### config.mk
export PLATFORM = sky130hd
export DESIGN_NAME = pwmcap_top
export DESIGN_NICKNAME = d
export VERILOG_FILES = /design/src/pwmcap_pkg.sv /design/src/pwmcap_top.sv
export SDC_FILE = /design/constraint.sdc
export NUM_CORES = 2
export LEC_CHECK = 0
export ABC_AREA = 1
export CORE_MARGIN = 1.5
export CORE_UTILIZATION = 33
export DETAILED_ROUTE_END_ITERATION = 12
export DONT_BUFFER_PORTS = 1
export PLACE_DENSITY = 0.56
export SLEW_MARGIN = 15
export SYNTH_ARGS = -nofsm -noshare
export SYNTH_HDL_FRONTEND = slang
export SYNTH_SLANG_ARGS = --single-unit
### constraint.sdc
create_clock -name ref_clk_in -period 4.94 [get_ports ref_clk_in]
set_input_delay 0.988 -clock ref_clk_in [delete_from_list [all_inputs] [get_ports ref_clk_in]]
set_output_delay 0.988 -clock ref_clk_in [all_outputs]
set_load 0.01 [all_outputs]
### src/pwmcap_pkg.sv
package pwmcap_pkg;

  localparam int          BUS_ADDR_W       = 8;
  localparam int          BUS_DATA_W       = 32;

  // Single registers
  localparam logic [7:0]  ADDR_PRESCALE    = 8'h00;
  localparam logic [7:0]  ADDR_CLKDIV      = 8'h04;
  localparam logic [7:0]  ADDR_CONTROL     = 8'h08;
  localparam logic [7:0]  ADDR_DEADTIME    = 8'h0C;
  localparam logic [7:0]  ADDR_IRQ_IND     = 8'hE0;
  localparam logic [7:0]  ADDR_IRQ_EN      = 8'hE4;

  // Arrays of eight words (capture control four), region picked by address bits 7:5
  localparam logic [2:0]  REGION_PERIOD    = 3'h1;
  localparam logic [2:0]  REGION_COMPARE   = 3'h2;
  localparam logic [2:0]  REGION_COUNT     = 3'h3;
  localparam logic [2:0]  REGION_CAPCTL    = 3'h4;
  localparam logic [2:0]  REGION_RISE      = 3'h5;
  localparam logic [2:0]  REGION_FALL      = 3'h6;

  // Control register fields
  localparam int          CTL_RUN_LSB      = 0;
  localparam int          CTL_RELOAD_LSB   = 8;
  localparam int          CTL_DZ_LSB       = 16;

  // Capture control fields, channel pair per word
  localparam int          CAP_EN_BIT       = 0;
  localparam int          CAP_RISE_IE_BIT  = 1;
  localparam int          CAP_FALL_IE_BIT  = 2;
  localparam int          CAP_CH1_OFS      = 16;

  // Indicator / enable layout
  localparam int          IND_PERIOD_LSB   = 0;
  localparam int          IND_CAP_LSB      = 8;

  // Clock divider field: one nibble per generator
  localparam int          DIV_FIELD_W      = 4;
  localparam logic [3:0]  DIV_BY_1         = 4'h0;
  localparam logic [3:0]  DIV_BY_2         = 4'h1;
  localparam logic [3:0]  DIV_BY_4         = 4'h2;
  localparam logic [3:0]  DIV_BY_8         = 4'h3;

  localparam logic [31:0] REG_RESET        = 32'h0000_0000;

  typedef struct packed {
    logic [BUS_ADDR_W-1:0] addr;
    logic [BUS_DATA_W-1:0] wdata;
    logic                  wr;
    logic                  rd;
  } pwmcap_bus_req_type;

endpackage : pwmcap_pkg

### src/pwmcap_top.sv
// Functional notes
// - Each generator: 8-bit prescaler then divide by 1, 2, 4, 8 or 16
// - Two 16-bit down-counters and two comparators per generator
// - Eight independent outputs or four complementary pairs with dead zone
// - Pair enable: pair uses even timer and its dead-zone generator
// - Period and compare writes buffered, loaded when counter hits zero
// - Eight period flags set at zero, interrupt only when enabled
// - Auto-reload: reload from period value at zero, keep counting
// - One-shot: stop at zero after one flag, one cycle only
// - Output goes high when counter equals compare value
// - Capture enable turns pin into input sharing timer n
// - Rising edge latches counter to rise latch, falling to fall latch
// - Separate rise and fall interrupt enables per capture channel
// - Per channel rise latch, fall latch, flag set on enabled edge
// - Capture interrupt on channel n reloads counter n
// - Indicator bits cleared only by writing one
//
// The address map and the address-and-strobe port were decided locally.
module pwmcap_top #(
  parameter int CNT_WIDTH = 16
) (
  input  wire logic                        ref_clk_in,
  input  wire logic                        rst_n_in,
  input  wire pwmcap_pkg::pwmcap_bus_req_type bus_req_in,
  output logic [pwmcap_pkg::BUS_DATA_W-1:0] bus_rdata_out,
  input  wire logic [7:0]                  pwm_pin_in,
  output logic [7:0]                       pwm_out,
  output logic [7:0]                       pwm_oe_out,
  output logic                             irq_out
);
  import pwmcap_pkg::*;

  localparam int NUM_CH  = 8;
  localparam int NUM_GEN = 4;

  if (CNT_WIDTH < 1 || CNT_WIDTH > 16) begin : g_bad_width
    $error("CNT_WIDTH must lie in 1..16");
  end

  typedef logic [CNT_WIDTH-1:0] pwmcap_cnt_type;

  // Register file
  logic [31:0]    prescale_r;
  logic [31:0]    clkdiv_r;
  logic [31:0]    pwm_control_reg_r;
  logic [31:0]    deadtime_r;
  pwmcap_cnt_type period_reload_value_r [NUM_CH];
  pwmcap_cnt_type compare_buf_r         [NUM_CH];
  logic [31:0]    capture_ctl_r         [NUM_GEN];
  pwmcap_cnt_type rise_capture_latch_r  [NUM_CH];
  pwmcap_cnt_type fall_capture_latch_r  [NUM_CH];
  logic [15:0]    pwm_irq_indicator_r;
  logic [15:0]    irq_enable_r;
  logic [31:0]    bus_rdata_r;

  // Timer state
  logic [7:0]     pre_cnt_r   [NUM_GEN];
  logic [3:0]     div_cnt_r   [NUM_GEN];
  logic [NUM_GEN-1:0] gen_tick;
  pwmcap_cnt_type count_r     [NUM_CH];
  pwmcap_cnt_type period_act_r[NUM_CH];
  pwmcap_cnt_type compare_act_r[NUM_CH];
  logic [NUM_CH-1:0] stopped_r;
  logic [NUM_CH-1:0] raw_out_r;
  logic [NUM_CH-1:0] run_prev_r;
  logic [NUM_CH-1:0] zero_evt;

  // Capture state
  logic [NUM_CH-1:0] sync1_r;
  logic [NUM_CH-1:0] sync2_r;
  logic [NUM_CH-1:0] sync3_r;
  logic [NUM_CH-1:0] cap_level_r;
  logic [NUM_CH-1:0] cap_rise;
  logic [NUM_CH-1:0] cap_fall;
  logic [NUM_CH-1:0] cap_evt;

  // Dead zone
  logic [3:0]     dz_src_prev_r;
  logic [7:0]     dz_cnt_r [4];
  logic [NUM_CH-1:0] pin_out_r;

  logic [2:0]     region;
  logic [2:0]     index;
  logic [15:0]    ind_set;
  logic [15:0]    ind_clr;

  assign region = bus_req_in.addr[7:5];
  assign index  = bus_req_in.addr[4:2];

  function automatic logic [3:0] div_limit(input logic [3:0] code);
    // Codes above divide-by-8 all give divide-by-16, the slowest rate
    unique case (code)
      DIV_BY_1: div_limit = 4'h0;
      DIV_BY_2: div_limit = 4'h1;
      DIV_BY_4: div_limit = 4'h3;
      DIV_BY_8: div_limit = 4'h7;
      default:  div_limit = 4'hF;
    endcase
  endfunction : div_limit

  function automatic logic cap_bit(input logic [31:0] ctl [NUM_GEN],
                                   input int ch, input int bit_pos);
    cap_bit = ctl[ch/2][(ch%2)*CAP_CH1_OFS + bit_pos];
  endfunction : cap_bit

  function automatic logic arr_wr(input pwmcap_bus_req_type req,
                                  input logic [2:0] reg_region,
                                  input int idx);
    arr_wr = req.wr && req.addr[7:5] == reg_region &&
             req.addr[4:2] == idx[2:0];
  endfunction : arr_wr

  // Configuration registers
  always_ff @(posedge ref_clk_in or negedge rst_n_in) begin
    if (!rst_n_in) begin
      prescale_r        <= REG_RESET;
      clkdiv_r          <= REG_RESET;
      pwm_control_reg_r <= REG_RESET;
      deadtime_r        <= REG_RESET;
      irq_enable_r      <= REG_RESET[15:0];
    end else if (bus_req_in.wr) begin
      unique case (bus_req_in.addr)
        ADDR_PRESCALE: prescale_r        <= bus_req_in.wdata;
        ADDR_CLKDIV:   clkdiv_r          <= bus_req_in.wdata;
        ADDR_CONTROL:  pwm_control_reg_r <= bus_req_in.wdata;
        ADDR_DEADTIME: deadtime_r        <= bus_req_in.wdata;
        ADDR_IRQ_EN:   irq_enable_r      <= bus_req_in.wdata[15:0];
        default: ;
      endcase
    end
  end

  // Buffered period/compare and capture control
  always_ff @(posedge ref_clk_in or negedge rst_n_in) begin
    if (!rst_n_in) begin
      for (int c = 0; c < NUM_CH; c++) begin
        period_reload_value_r[c] <= '0;
        compare_buf_r[c]         <= '0;
      end
      for (int k = 0; k < NUM_GEN; k++) begin
        capture_ctl_r[k] <= REG_RESET;
      end
    end else begin
      for (int c = 0; c < NUM_CH; c++) begin
        if (arr_wr(bus_req_in, REGION_PERIOD, c)) begin
          period_reload_value_r[c] <= bus_req_in.wdata[CNT_WIDTH-1:0];
        end
        if (arr_wr(bus_req_in, REGION_COMPARE, c)) begin
          compare_buf_r[c] <= bus_req_in.wdata[CNT_WIDTH-1:0];
        end
      end
      for (int k = 0; k < NUM_GEN; k++) begin
        if (arr_wr(bus_req_in, REGION_CAPCTL, k)) begin
          capture_ctl_r[k] <= bus_req_in.wdata;
        end
      end
    end
  end

  // Prescaler and divider per generator
  always_ff @(posedge ref_clk_in or negedge rst_n_in) begin
    if (!rst_n_in) begin
      for (int g = 0; g < NUM_GEN; g++) begin
        pre_cnt_r[g] <= 8'h00;
        div_cnt_r[g] <= 4'h0;
      end
    end else begin
      for (int g = 0; g < NUM_GEN; g++) begin
        if (pre_cnt_r[g] == prescale_r[g*8 +: 8]) begin
          pre_cnt_r[g] <= 8'h00;
          if (div_cnt_r[g] >=
              div_limit(clkdiv_r[g*DIV_FIELD_W +: DIV_FIELD_W])) begin
            div_cnt_r[g] <= 4'h0;
          end else begin
            div_cnt_r[g] <= div_cnt_r[g] + 4'h1;
          end
        end else begin
          pre_cnt_r[g] <= pre_cnt_r[g] + 8'h01;
        end
      end
    end
  end

  always_comb begin
    for (int g = 0; g < NUM_GEN; g++) begin
      gen_tick[g] = (pre_cnt_r[g] == prescale_r[g*8 +: 8]) &&
                    (div_cnt_r[g] >=
                     div_limit(clkdiv_r[g*DIV_FIELD_W +: DIV_FIELD_W]));
    end
  end

  always_comb begin
    for (int c = 0; c < NUM_CH; c++) begin
      zero_evt[c] = pwm_control_reg_r[CTL_RUN_LSB + c] && run_prev_r[c] &&
                    !stopped_r[c] && gen_tick[c/2] &&
                    count_r[c] == '0;
    end
  end

  // Down-counters, one per channel, two per generator
  always_ff @(posedge ref_clk_in or negedge rst_n_in) begin
    if (!rst_n_in) begin
      for (int c = 0; c < NUM_CH; c++) begin
        count_r[c]       <= '0;
        period_act_r[c]  <= '0;
        compare_act_r[c] <= '0;
      end
      stopped_r  <= '0;
      raw_out_r  <= '0;
      run_prev_r <= '0;
    end else begin
      run_prev_r <= pwm_control_reg_r[CTL_RUN_LSB +: NUM_CH];
      for (int c = 0; c < NUM_CH; c++) begin
        if (!pwm_control_reg_r[CTL_RUN_LSB + c]) begin
          stopped_r[c] <= 1'b0;
          raw_out_r[c] <= 1'b0;
        end else if (!run_prev_r[c]) begin
          // Start of run takes the buffers at once
          count_r[c]       <= period_reload_value_r[c];
          period_act_r[c]  <= period_reload_value_r[c];
          compare_act_r[c] <= compare_buf_r[c];
          raw_out_r[c]     <= 1'b0;
        end else if (cap_evt[c]) begin
          count_r[c] <= period_act_r[c];
        end else if (zero_evt[c]) begin
          period_act_r[c]  <= period_reload_value_r[c];
          compare_act_r[c] <= compare_buf_r[c];
          if (pwm_control_reg_r[CTL_RELOAD_LSB + c]) begin
            count_r[c]   <= period_reload_value_r[c];
            raw_out_r[c] <= 1'b0;
          end else begin
            stopped_r[c] <= 1'b1;
          end
        end else if (gen_tick[c/2] && !stopped_r[c]) begin
          count_r[c] <= count_r[c] - 1'b1;
          if (count_r[c] == compare_act_r[c]) begin
            raw_out_r[c] <= 1'b1;
          end
        end
      end
    end
  end

  // Capture inputs, three stages; second and third must agree
  always_ff @(posedge ref_clk_in or negedge rst_n_in) begin
    if (!rst_n_in) begin
      sync1_r     <= '0;
      sync2_r     <= '0;
      sync3_r     <= '0;
      cap_level_r <= '0;
    end else begin
      sync1_r <= pwm_pin_in;
      sync2_r <= sync1_r;
      sync3_r <= sync2_r;
      for (int c = 0; c < NUM_CH; c++) begin
        if (sync2_r[c] == sync3_r[c]) begin
          cap_level_r[c] <= sync3_r[c];
        end
      end
    end
  end

  always_comb begin
    for (int c = 0; c < NUM_CH; c++) begin
      cap_rise[c] = cap_bit(capture_ctl_r, c, CAP_EN_BIT) &&
                    sync2_r[c] == sync3_r[c] &&
                    sync3_r[c] && !cap_level_r[c];
      cap_fall[c] = cap_bit(capture_ctl_r, c, CAP_EN_BIT) &&
                    sync2_r[c] == sync3_r[c] &&
                    !sync3_r[c] && cap_level_r[c];
      cap_evt[c]  = (cap_rise[c] &&
                     cap_bit(capture_ctl_r, c, CAP_RISE_IE_BIT)) ||
                    (cap_fall[c] &&
                     cap_bit(capture_ctl_r, c, CAP_FALL_IE_BIT));
    end
  end

  // Latches count whether or not the edge interrupt is enabled
  always_ff @(posedge ref_clk_in or negedge rst_n_in) begin
    if (!rst_n_in) begin
      for (int c = 0; c < NUM_CH; c++) begin
        rise_capture_latch_r[c] <= '0;
        fall_capture_latch_r[c] <= '0;
      end
    end else begin
      for (int c = 0; c < NUM_CH; c++) begin
        if (cap_rise[c]) begin
          rise_capture_latch_r[c] <= count_r[c];
        end
        if (cap_fall[c]) begin
          fall_capture_latch_r[c] <= count_r[c];
        end
      end
    end
  end

  // Interrupt indicator: set beats a same-cycle clear
  always_comb begin
    ind_set = {cap_evt, zero_evt};
    ind_clr = (bus_req_in.wr && bus_req_in.addr == ADDR_IRQ_IND) ?
              bus_req_in.wdata[15:0] : 16'h0000;
  end

  always_ff @(posedge ref_clk_in or negedge rst_n_in) begin
    if (!rst_n_in) begin
      pwm_irq_indicator_r <= REG_RESET[15:0];
    end else begin
      pwm_irq_indicator_r <= (pwm_irq_indicator_r & ~ind_clr) | ind_set;
    end
  end

  assign irq_out = |(pwm_irq_indicator_r & irq_enable_r);

  // Dead-zone generators on even channels
  always_ff @(posedge ref_clk_in or negedge rst_n_in) begin
    if (!rst_n_in) begin
      dz_src_prev_r <= '0;
      for (int p = 0; p < 4; p++) begin
        dz_cnt_r[p] <= 8'h00;
      end
    end else begin
      for (int p = 0; p < 4; p++) begin
        dz_src_prev_r[p] <= raw_out_r[2*p];
        if (raw_out_r[2*p] != dz_src_prev_r[p]) begin
          dz_cnt_r[p] <= deadtime_r[p*8 +: 8];
        end else if (dz_cnt_r[p] != 8'h00) begin
          dz_cnt_r[p] <= dz_cnt_r[p] - 8'h01;
        end
      end
    end
  end

  // Output stage; both pair outputs held low through the dead time
  always_ff @(posedge ref_clk_in or negedge rst_n_in) begin
    if (!rst_n_in) begin
      pin_out_r <= '0;
    end else begin
      for (int p = 0; p < 4; p++) begin
        if (pwm_control_reg_r[CTL_DZ_LSB + p]) begin
          if (raw_out_r[2*p] != dz_src_prev_r[p] || dz_cnt_r[p] > 8'h01) begin
            pin_out_r[2*p]   <= 1'b0;
            pin_out_r[2*p+1] <= 1'b0;
          end else begin
            pin_out_r[2*p]   <= raw_out_r[2*p];
            pin_out_r[2*p+1] <= !raw_out_r[2*p];
          end
        end else begin
          pin_out_r[2*p]   <= raw_out_r[2*p];
          pin_out_r[2*p+1] <= raw_out_r[2*p+1];
        end
      end
    end
  end

  always_comb begin
    for (int c = 0; c < NUM_CH; c++) begin
      pwm_out[c]    = pin_out_r[c];
      pwm_oe_out[c] = pwm_control_reg_r[CTL_RUN_LSB + c] &&
                      !cap_bit(capture_ctl_r, c, CAP_EN_BIT);
    end
  end

  // Read port, data in the cycle after the strobe only
  always_ff @(posedge ref_clk_in or negedge rst_n_in) begin
    if (!rst_n_in) begin
      bus_rdata_r <= REG_RESET;
    end else if (bus_req_in.rd) begin
      bus_rdata_r <= 32'h0000_0000;
      unique case (region)
        REGION_PERIOD:  bus_rdata_r[CNT_WIDTH-1:0] <=
                          period_reload_value_r[index];
        REGION_COMPARE: bus_rdata_r[CNT_WIDTH-1:0] <= compare_buf_r[index];
        REGION_COUNT:   bus_rdata_r[CNT_WIDTH-1:0] <= count_r[index];
        REGION_CAPCTL:  if (index < 3'd4) begin
                          bus_rdata_r <= capture_ctl_r[index[1:0]];
                        end
        REGION_RISE:    bus_rdata_r[CNT_WIDTH-1:0] <=
                          rise_capture_latch_r[index];
        REGION_FALL:    bus_rdata_r[CNT_WIDTH-1:0] <=
                          fall_capture_latch_r[index];
        default: begin
          unique case (bus_req_in.addr)
            ADDR_PRESCALE: bus_rdata_r <= prescale_r;
            ADDR_CLKDIV:   bus_rdata_r <= clkdiv_r;
            ADDR_CONTROL:  bus_rdata_r <= pwm_control_reg_r;
            ADDR_DEADTIME: bus_rdata_r <= deadtime_r;
            ADDR_IRQ_IND:  bus_rdata_r[15:0] <= pwm_irq_indicator_r;
            ADDR_IRQ_EN:   bus_rdata_r[15:0] <= irq_enable_r;
            default: ;
          endcase
        end
      endcase
    end else begin
      bus_rdata_r <= REG_RESET;
    end
  end

  assign bus_rdata_out = bus_rdata_r;

endmodule : pwmcap_top

---- Yosys cells after proc, flatten, opt, wreduce, memory -nomap -nowiden ----
Index checks and enable logic that the tools add are counted.
W data, S select, Z words.
storage, ports and cells
  logic and storage cells ................. 782
  bits of input ports ..................... 52
  output and inout bits ................... 49
  register bits ........................... 1364
cells by class
  reduce and logical (&&, ||, !) cells .... 241
  bitwise logic cells ..................... 6
  $lt $le $gt $ge ......................... 15
  add/sub/neg operators ................... 20
  equality and inequality tests ........... 150
  muxes and demuxes ....................... 241
operator list
  cell                     number
  $mux W16                 99
  $bmux W16 S3             5
  $pmux W16 S6             2
  $logic_and A1 B1 Y1      132
  $eq A16 B16 Y1           8
  $logic_not A16 Y1        8
  $mux W32                 4
  $sub A16 B1 Y16 const B  8
  $mux W1                  96
  $mux W8                  12
  $bmux W32 S2             1
  $ne A4 B2 Y1 const B     16
  $pmux W16 S4             1
  $pmux W4 S4              4
  $reduce_and A4 Y1        16
  $ne A2 B1 Y1 const B     24
  $ne A2 B2 Y1 const B     24
  $reduce_and A3 Y1        16
  $logic_not A1 Y1         36
  $add A8 B1 Y8 const B    4
  $and A16 B16 Y16         2
  $eq A4 B2 Y1 const B     8
  $eq A8 B8 Y1             4
  $ge A4 B4 Y1             8
  35 further kinds         135

---- Depth between registers and ports, before layout ----
  depth after elaboration ................. 10
  gate-level depth with buffers ........... 17
  gate-level depth less buffers ........... 16

---- Least setup slack after synthesis ----
No wires, ideal clock.
  path kind ............................... in2reg
  start point ............................. input bus_req_in[1] (netlist bit)
  end point ............................... register period_reload_value_r[57] (netlist bit)
  setup time .............................. 134 ps
  arrival ................................. 2229 ps
  data required time ...................... 4806 ps
  buffers on the path ..................... 2
  slack ................................... 2576 ps
  stages on the path ...................... 6
  cell sequence ........................... clkbuf_1 > nor3b_2 > nand3_1 > clkbuf_1 > nand2_1 > o21ai_0
on the way
  cells in the longest elaborated chain, start to end .. 2
ends and longest elaborated chain
  item                              line               RTL
  from (decl)                       pwmcap_top.sv:24   input wire pwmcap_pkg::pwmcap_bus_req_type bus_req_in,
  $logic_and A1 B1 Y1 (2 in a row)  pwmcap_top.sv:109  arr_wr = req.wr && req.addr[7:5] == reg_region &&
  to (signal, indexed assignment)   pwmcap_top.sv:146  period_reload_value_r[c] <= bus_req_in.wdata[CNT_WIDTH-1:0];
  to (decl)                         pwmcap_top.sv:47   pwmcap_cnt_type period_reload_value_r [NUM_CH];
No other way between the ends.
A chain may end at the register's enable or synchronous reset.

---- Final worst setup path ----
  start point ............................. register clkdiv_r[3]
  end point ............................... register count_r[100] (netlist bit)
on the way
  cells in the longest elaborated chain, start to end .. 9
  elaborated cells between the ends (all ways) .. 16
  those cells by class .................... 1 x order compare; 5 x eq/ne; 4 x mux; 6 x reduce/logical
ends and longest elaborated chain
  item                                        line               RTL
  from (decl)                                 pwmcap_top.sv:44   logic [31:0] clkdiv_r;
  from (signal assigned)                      pwmcap_top.sv:124  ADDR_CLKDIV: clkdiv_r <= bus_req_in.wdata;
  $eq A4 B2 Y1, or another cell as far along  pwmcap_top.sv:92   unique case (code)
  $pmux W4 S4 *                               pwmcap_top.sv:92
  $ge A4 B4 Y1 *                              pwmcap_top.sv:187  (div_cnt_r[g] >=
  $logic_and A1 B1 Y1 *                       pwmcap_top.sv:186  gen_tick[g] = (pre_cnt_r[g] == prescale_r[g*8 +: 8]) &&
  $logic_and A1 B1 Y1 (2 in a row)            pwmcap_top.sv:195  !stopped_r[c] && gen_tick[c/2] &&
  $mux W16                                    pwmcap_top.sv:225  end else if (zero_evt[c]) begin
  $mux W16                                    pwmcap_top.sv:223  end else if (cap_evt[c]) begin
  $mux W16                                    pwmcap_top.sv:217  end else if (!run_prev_r[c]) begin
  to (signal, indexed assignment)             pwmcap_top.sv:219  count_r[c] <= period_reload_value_r[c];
  to (signal, indexed assignment)             pwmcap_top.sv:224  count_r[c] <= period_act_r[c];
  to (signal, indexed assignment)             pwmcap_top.sv:229  count_r[c] <= period_reload_value_r[c];
  to (decl)                                   pwmcap_top.sv:60   pwmcap_cnt_type count_r [NUM_CH];
Every way passes the cells marked *; elsewhere a longest branch is shown, timed or not.

==> flow_metrics.tcl <==
set metrics [dict create \
    r2r_cells 13 \
    final_layout_size_suffix_gt1_frac 0.0679 \
    vias_per_cell 5.36 \
    finalPower_mw 37.8 \
    startpoint "clkdiv_r[3]$_DFFE_PN0P_" \
    min_path_type "in2async" \
    cts_setup_buffers 0 \
    synth.avg_cell_area_um2 7.86 \
    critPathKind "reg2reg" \
    io_buffers 0 \
    wl_um 292000 \
    power_frac_comb 0.250 \
    cp-start-kind "register" \
    grt_usage 0.273 \
    rows 167 \
    synth_edf_count 0 \
    synthFlopType "dfrtp_1" \
    ant_nets 0 \
    cts_buffers 152 \
    cts_sinks 1364 \
    crit_path_end "count_r[100]$_DFFE_PN0P_" \
    fin_crit_ps 3880 \
    clock_skew_ps 35.3 \
    p_sw_frac 0.367 \
    drtIter0Drc 8155 \
    tightestPinTransition_ps 1270 \
    dpl.hpwl_um 214000 \
    ys_seq_area_frac 0.496 \
    cts_tree "built" \
    ios 101 \
    antenna_found_initial 28 \
    die_w_um 460 \
    dieHeight_um 460 \
    hold_ws_ps 59.8 \
    clkPwrFrac 0.326 \
    synth_area_um2 68800 \
    r2r_end "count_r[100]$_DFFE_PN0P_" \
    async_flop_share 1.00 \
    maxSlewViolCount 0 \
    core-area_um2 207000 \
    max_freq_mhz 258 \
    power_leakage_nw 35.2 \
    drtPass1Iterations 10 \
    r2r-start "clkdiv_r[3]$_DFFE_PN0P_" \
    cts.htree.levels 4 \
    fill_cells 21400 \
    period_share 0.785 \
    grt_pass1_vias 56700 \
    grt_setup_unrepaired "false" \
    cts_root_buf "clkbuf_16" \
    final_area_um2 76700 \
    p_int_mw 23.9 \
    clk_latency_ps 830 \
    hold_violations 0 \
    wl_per_cell_um 25.5 \
    place_inst 11200 \
    start_util 0.332 \
    placed_cell_area_um2 71300 \
    grt.overflow.total 0 \
    finalNonFillerCells 11500 \
    syn_inst 8751 \
    path_clk_slew_ps 60 \
    fin_setup_tns_ps 0 \
    routabilityCongestion 1.01 \
    dieArea_um2 211000 \
    status "finished clean" \
    p_per_area_nw_per_um2 493 \
    relSlewSlack 0.153 \
    cts_resized 0 \
    clockBufferDepth 3 \
    required_ps 5630 \
    worstPathMaxFanout 19 \
    grt_max_degree 227 \
    p_switching_mw 13.9 \
    setup_viol 0 \
    nets 8643 \
    vias 61500 \
    synth_seq_cells 1364 \
    synth_cell_types 58 \
    grt_pass1_wl_um 417000 \
    arrival_ps 4570 \
    synthToLayoutAreaGrowth_pct 11.5 \
    synth_fp_nets 8843 \
    drc 0 \
    pwr-share-seq 0.423 \
    crit_path_end_kind "register" \
    drv_cap 0 \
    setup.reg_to_reg.worst_slack_ps 1060 \
    peakVddDrop_mv 0.388 \
    yosysWarnings 0 \
]
metal layers:
metal | GRT usage | share of wire | vias up
li1 | - | - | 27800
met1 | 0.384 | 0.43 | 30200
met2 | 0.390 | 0.42 | 3014
met3 | 0.0682 | 0.10 | 540
met4 | 0.128 | 0.053 | 8
met5 | 0 | 0.00016 | -
area by class of cell:
cell class                 count  area (um^2)  share of cell area
sequential                  1364        34100               0.445
multi-input combinational   5918        28800               0.375
clock buffer                 220         4490              0.0586
inverter                     999         3760              0.0489
tap                         2788         3490              0.0455
timing repair buffer         116         1200              0.0156
clock inverter                59          883              0.0115
antenna                        7         17.5            0.000228
cell usage after synthesis, types with 8 or more instances:
cell          n  area share
nand2_1    2695        0.15
dfrtp_1    1364        0.50
o21ai_0    1116       0.081
inv_1       975       0.053
nor2_1      456       0.025
nand3_1     343       0.025
clkbuf_1    262       0.014
o21ai_1     206       0.015
a21oi_1     151       0.011
nand4_1     146       0.013
buf_2       133      0.0097
xor2_1      114       0.015
xnor2_1     110       0.014
o22ai_1      78      0.0071
a22oi_1      71      0.0077
o21ai_2      58      0.0074
o211ai_1     47      0.0051
ha_1         40      0.0073
buf_6        37      0.0061
nor3_1       36      0.0026
o2111ai_1    35      0.0045
nor2_2       24      0.0022
a221oi_1     22      0.0028
buf_1        21      0.0011
inv_2        20      0.0011
nor2_4       20      0.0033
nand2_2      18      0.0016
o221ai_1     15      0.0019
or2_2        15      0.0014
o21bai_1     13      0.0014
buf_4        11      0.0012
nand3_2      10      0.0015
nor4_1       10     0.00091
nand4_4       8      0.0025
nor3_2        8      0.0012
power groups by stage:
stage | logic (mW) | clock network [mW] | registers, mW
CTS | 9.31 | 12.5 | 15.9
floorplan | 6.67 | 0 | 14.9
global route | 10.5 | 12.9 | 16.2
finish | 9.47 | 12.3 | 16.0
global placement | 9.07 | 0 | 16.1
detailed placement | 9.23 | 0 | 16.1
stage by stage:
stage / setup WS (ps) / utilization
2_1_floorplan: 2580 / -
3_3_place_gp: 1140 / 0.344
3_5_place_dp: 1110 / 0.344
4_1_cts: 1010 / 0.370
5_1_grt: 838 / 0.371
6_report: 1060 / 0.371
cells in the final DEF (no fill, tap or decap), types with 20 or more instances in the layout:
cell type	Yosys	routed
o21ai_1	206	206
nor3_1	36	35
o21ai_0	1116	1116
nand2_2	18	21
a221oi_1	22	22
clkinv_2	0	22
inv_2	20	20
o22ai_1	78	78
clkbuf_16	0	155
nor2_2	24	24
clkbuf_1	262	28
buf_4	11	97
a21oi_1	151	151
ha_1	40	40
o21ai_2	58	58
a22oi_1	71	71
nand3_1	343	343
xor2_1	114	114
o211ai_1	47	47
xnor2_1	110	110
clkbuf_8	0	37
nand2_1	2695	2690
nor2_1	456	449
nor2_4	20	27
nand4_1	146	146
dfrtp_1	1364	1364
inv_1	975	973
o2111ai_1	35	35
state kept, by name, indices dropped and copies added, names as in the netlist, 16 cells and up:
register	cells
bus_rdata_out	32
rise_capture_latch_r	128
irq_enable_r	16
pwm_control_reg_r	32
period_reload_value_r	128
div_cnt_r	16
compare_act_r	128
capture_ctl_r	128
compare_buf_r	128
pre_cnt_r	32
clkdiv_r	32
deadtime_r	32
dz_cnt_r	32
fall_capture_latch_r	128
pwm_irq_indicator_r	16
period_act_r	128
prescale_r	32
count_r	128
timing repair:
action / in CTS / in global routing
hold endpoints to repair: 145 / 0
endpoints found under the setup margin: 0 / 0
hold buffers: 1 / 0
cells by family (layout without fill, tap and decap cells):
kind of cell,Yosys count,count (layout),share of synthesized area
flops,1364,1364,0.496
other cells,0,7,0
xor+xnor,224,224,0.0285
simple gates,3812,3812,0.231
buf+inv,1469,1394,0.0873
compound gates,1842,1842,0.149
fa+ha+maj,40,40,0.00727
worst max-delay path: stages (launching register included):
cell and delay [ps]:
dfrtp_1 440, nor3_1 620, buf_4 230, nand2_1 70
ha_1 300, nand3_1 110, nand3_2 230, nand3_2 220
nor2_4 420, o21ai_2 150, a21oi_4 520, inv_2 230
nand2_1 110, nand2_1 70
worst min-delay path by stage:
| stage | from | end | slack (ps) |
|---|---|---|---|
| after detailed placement | sync1_r[2]$_DFF_PN0_ | sync2_r[2]$_DFF_PN0_ | 340 |
| after global placement | sync1_r[5]$_DFF_PN0_ | sync2_r[5]$_DFF_PN0_ | 340 |
| after global routing | rst_n_in | capture_ctl_r[104]$_DFFE_PN0P_ | 70 |
| final | rst_n_in | capture_ctl_r[104]$_DFFE_PN0P_ | 60 |
| after CTS | rst_n_in | capture_ctl_r[104]$_DFFE_PN0P_ | 40 |
| after floorplan | sync1_r[0]$_DFF_PN0_ | sync2_r[0]$_DFF_PN0_ | 330 |
No activity file was read; power rests on OpenSTA's default activity.
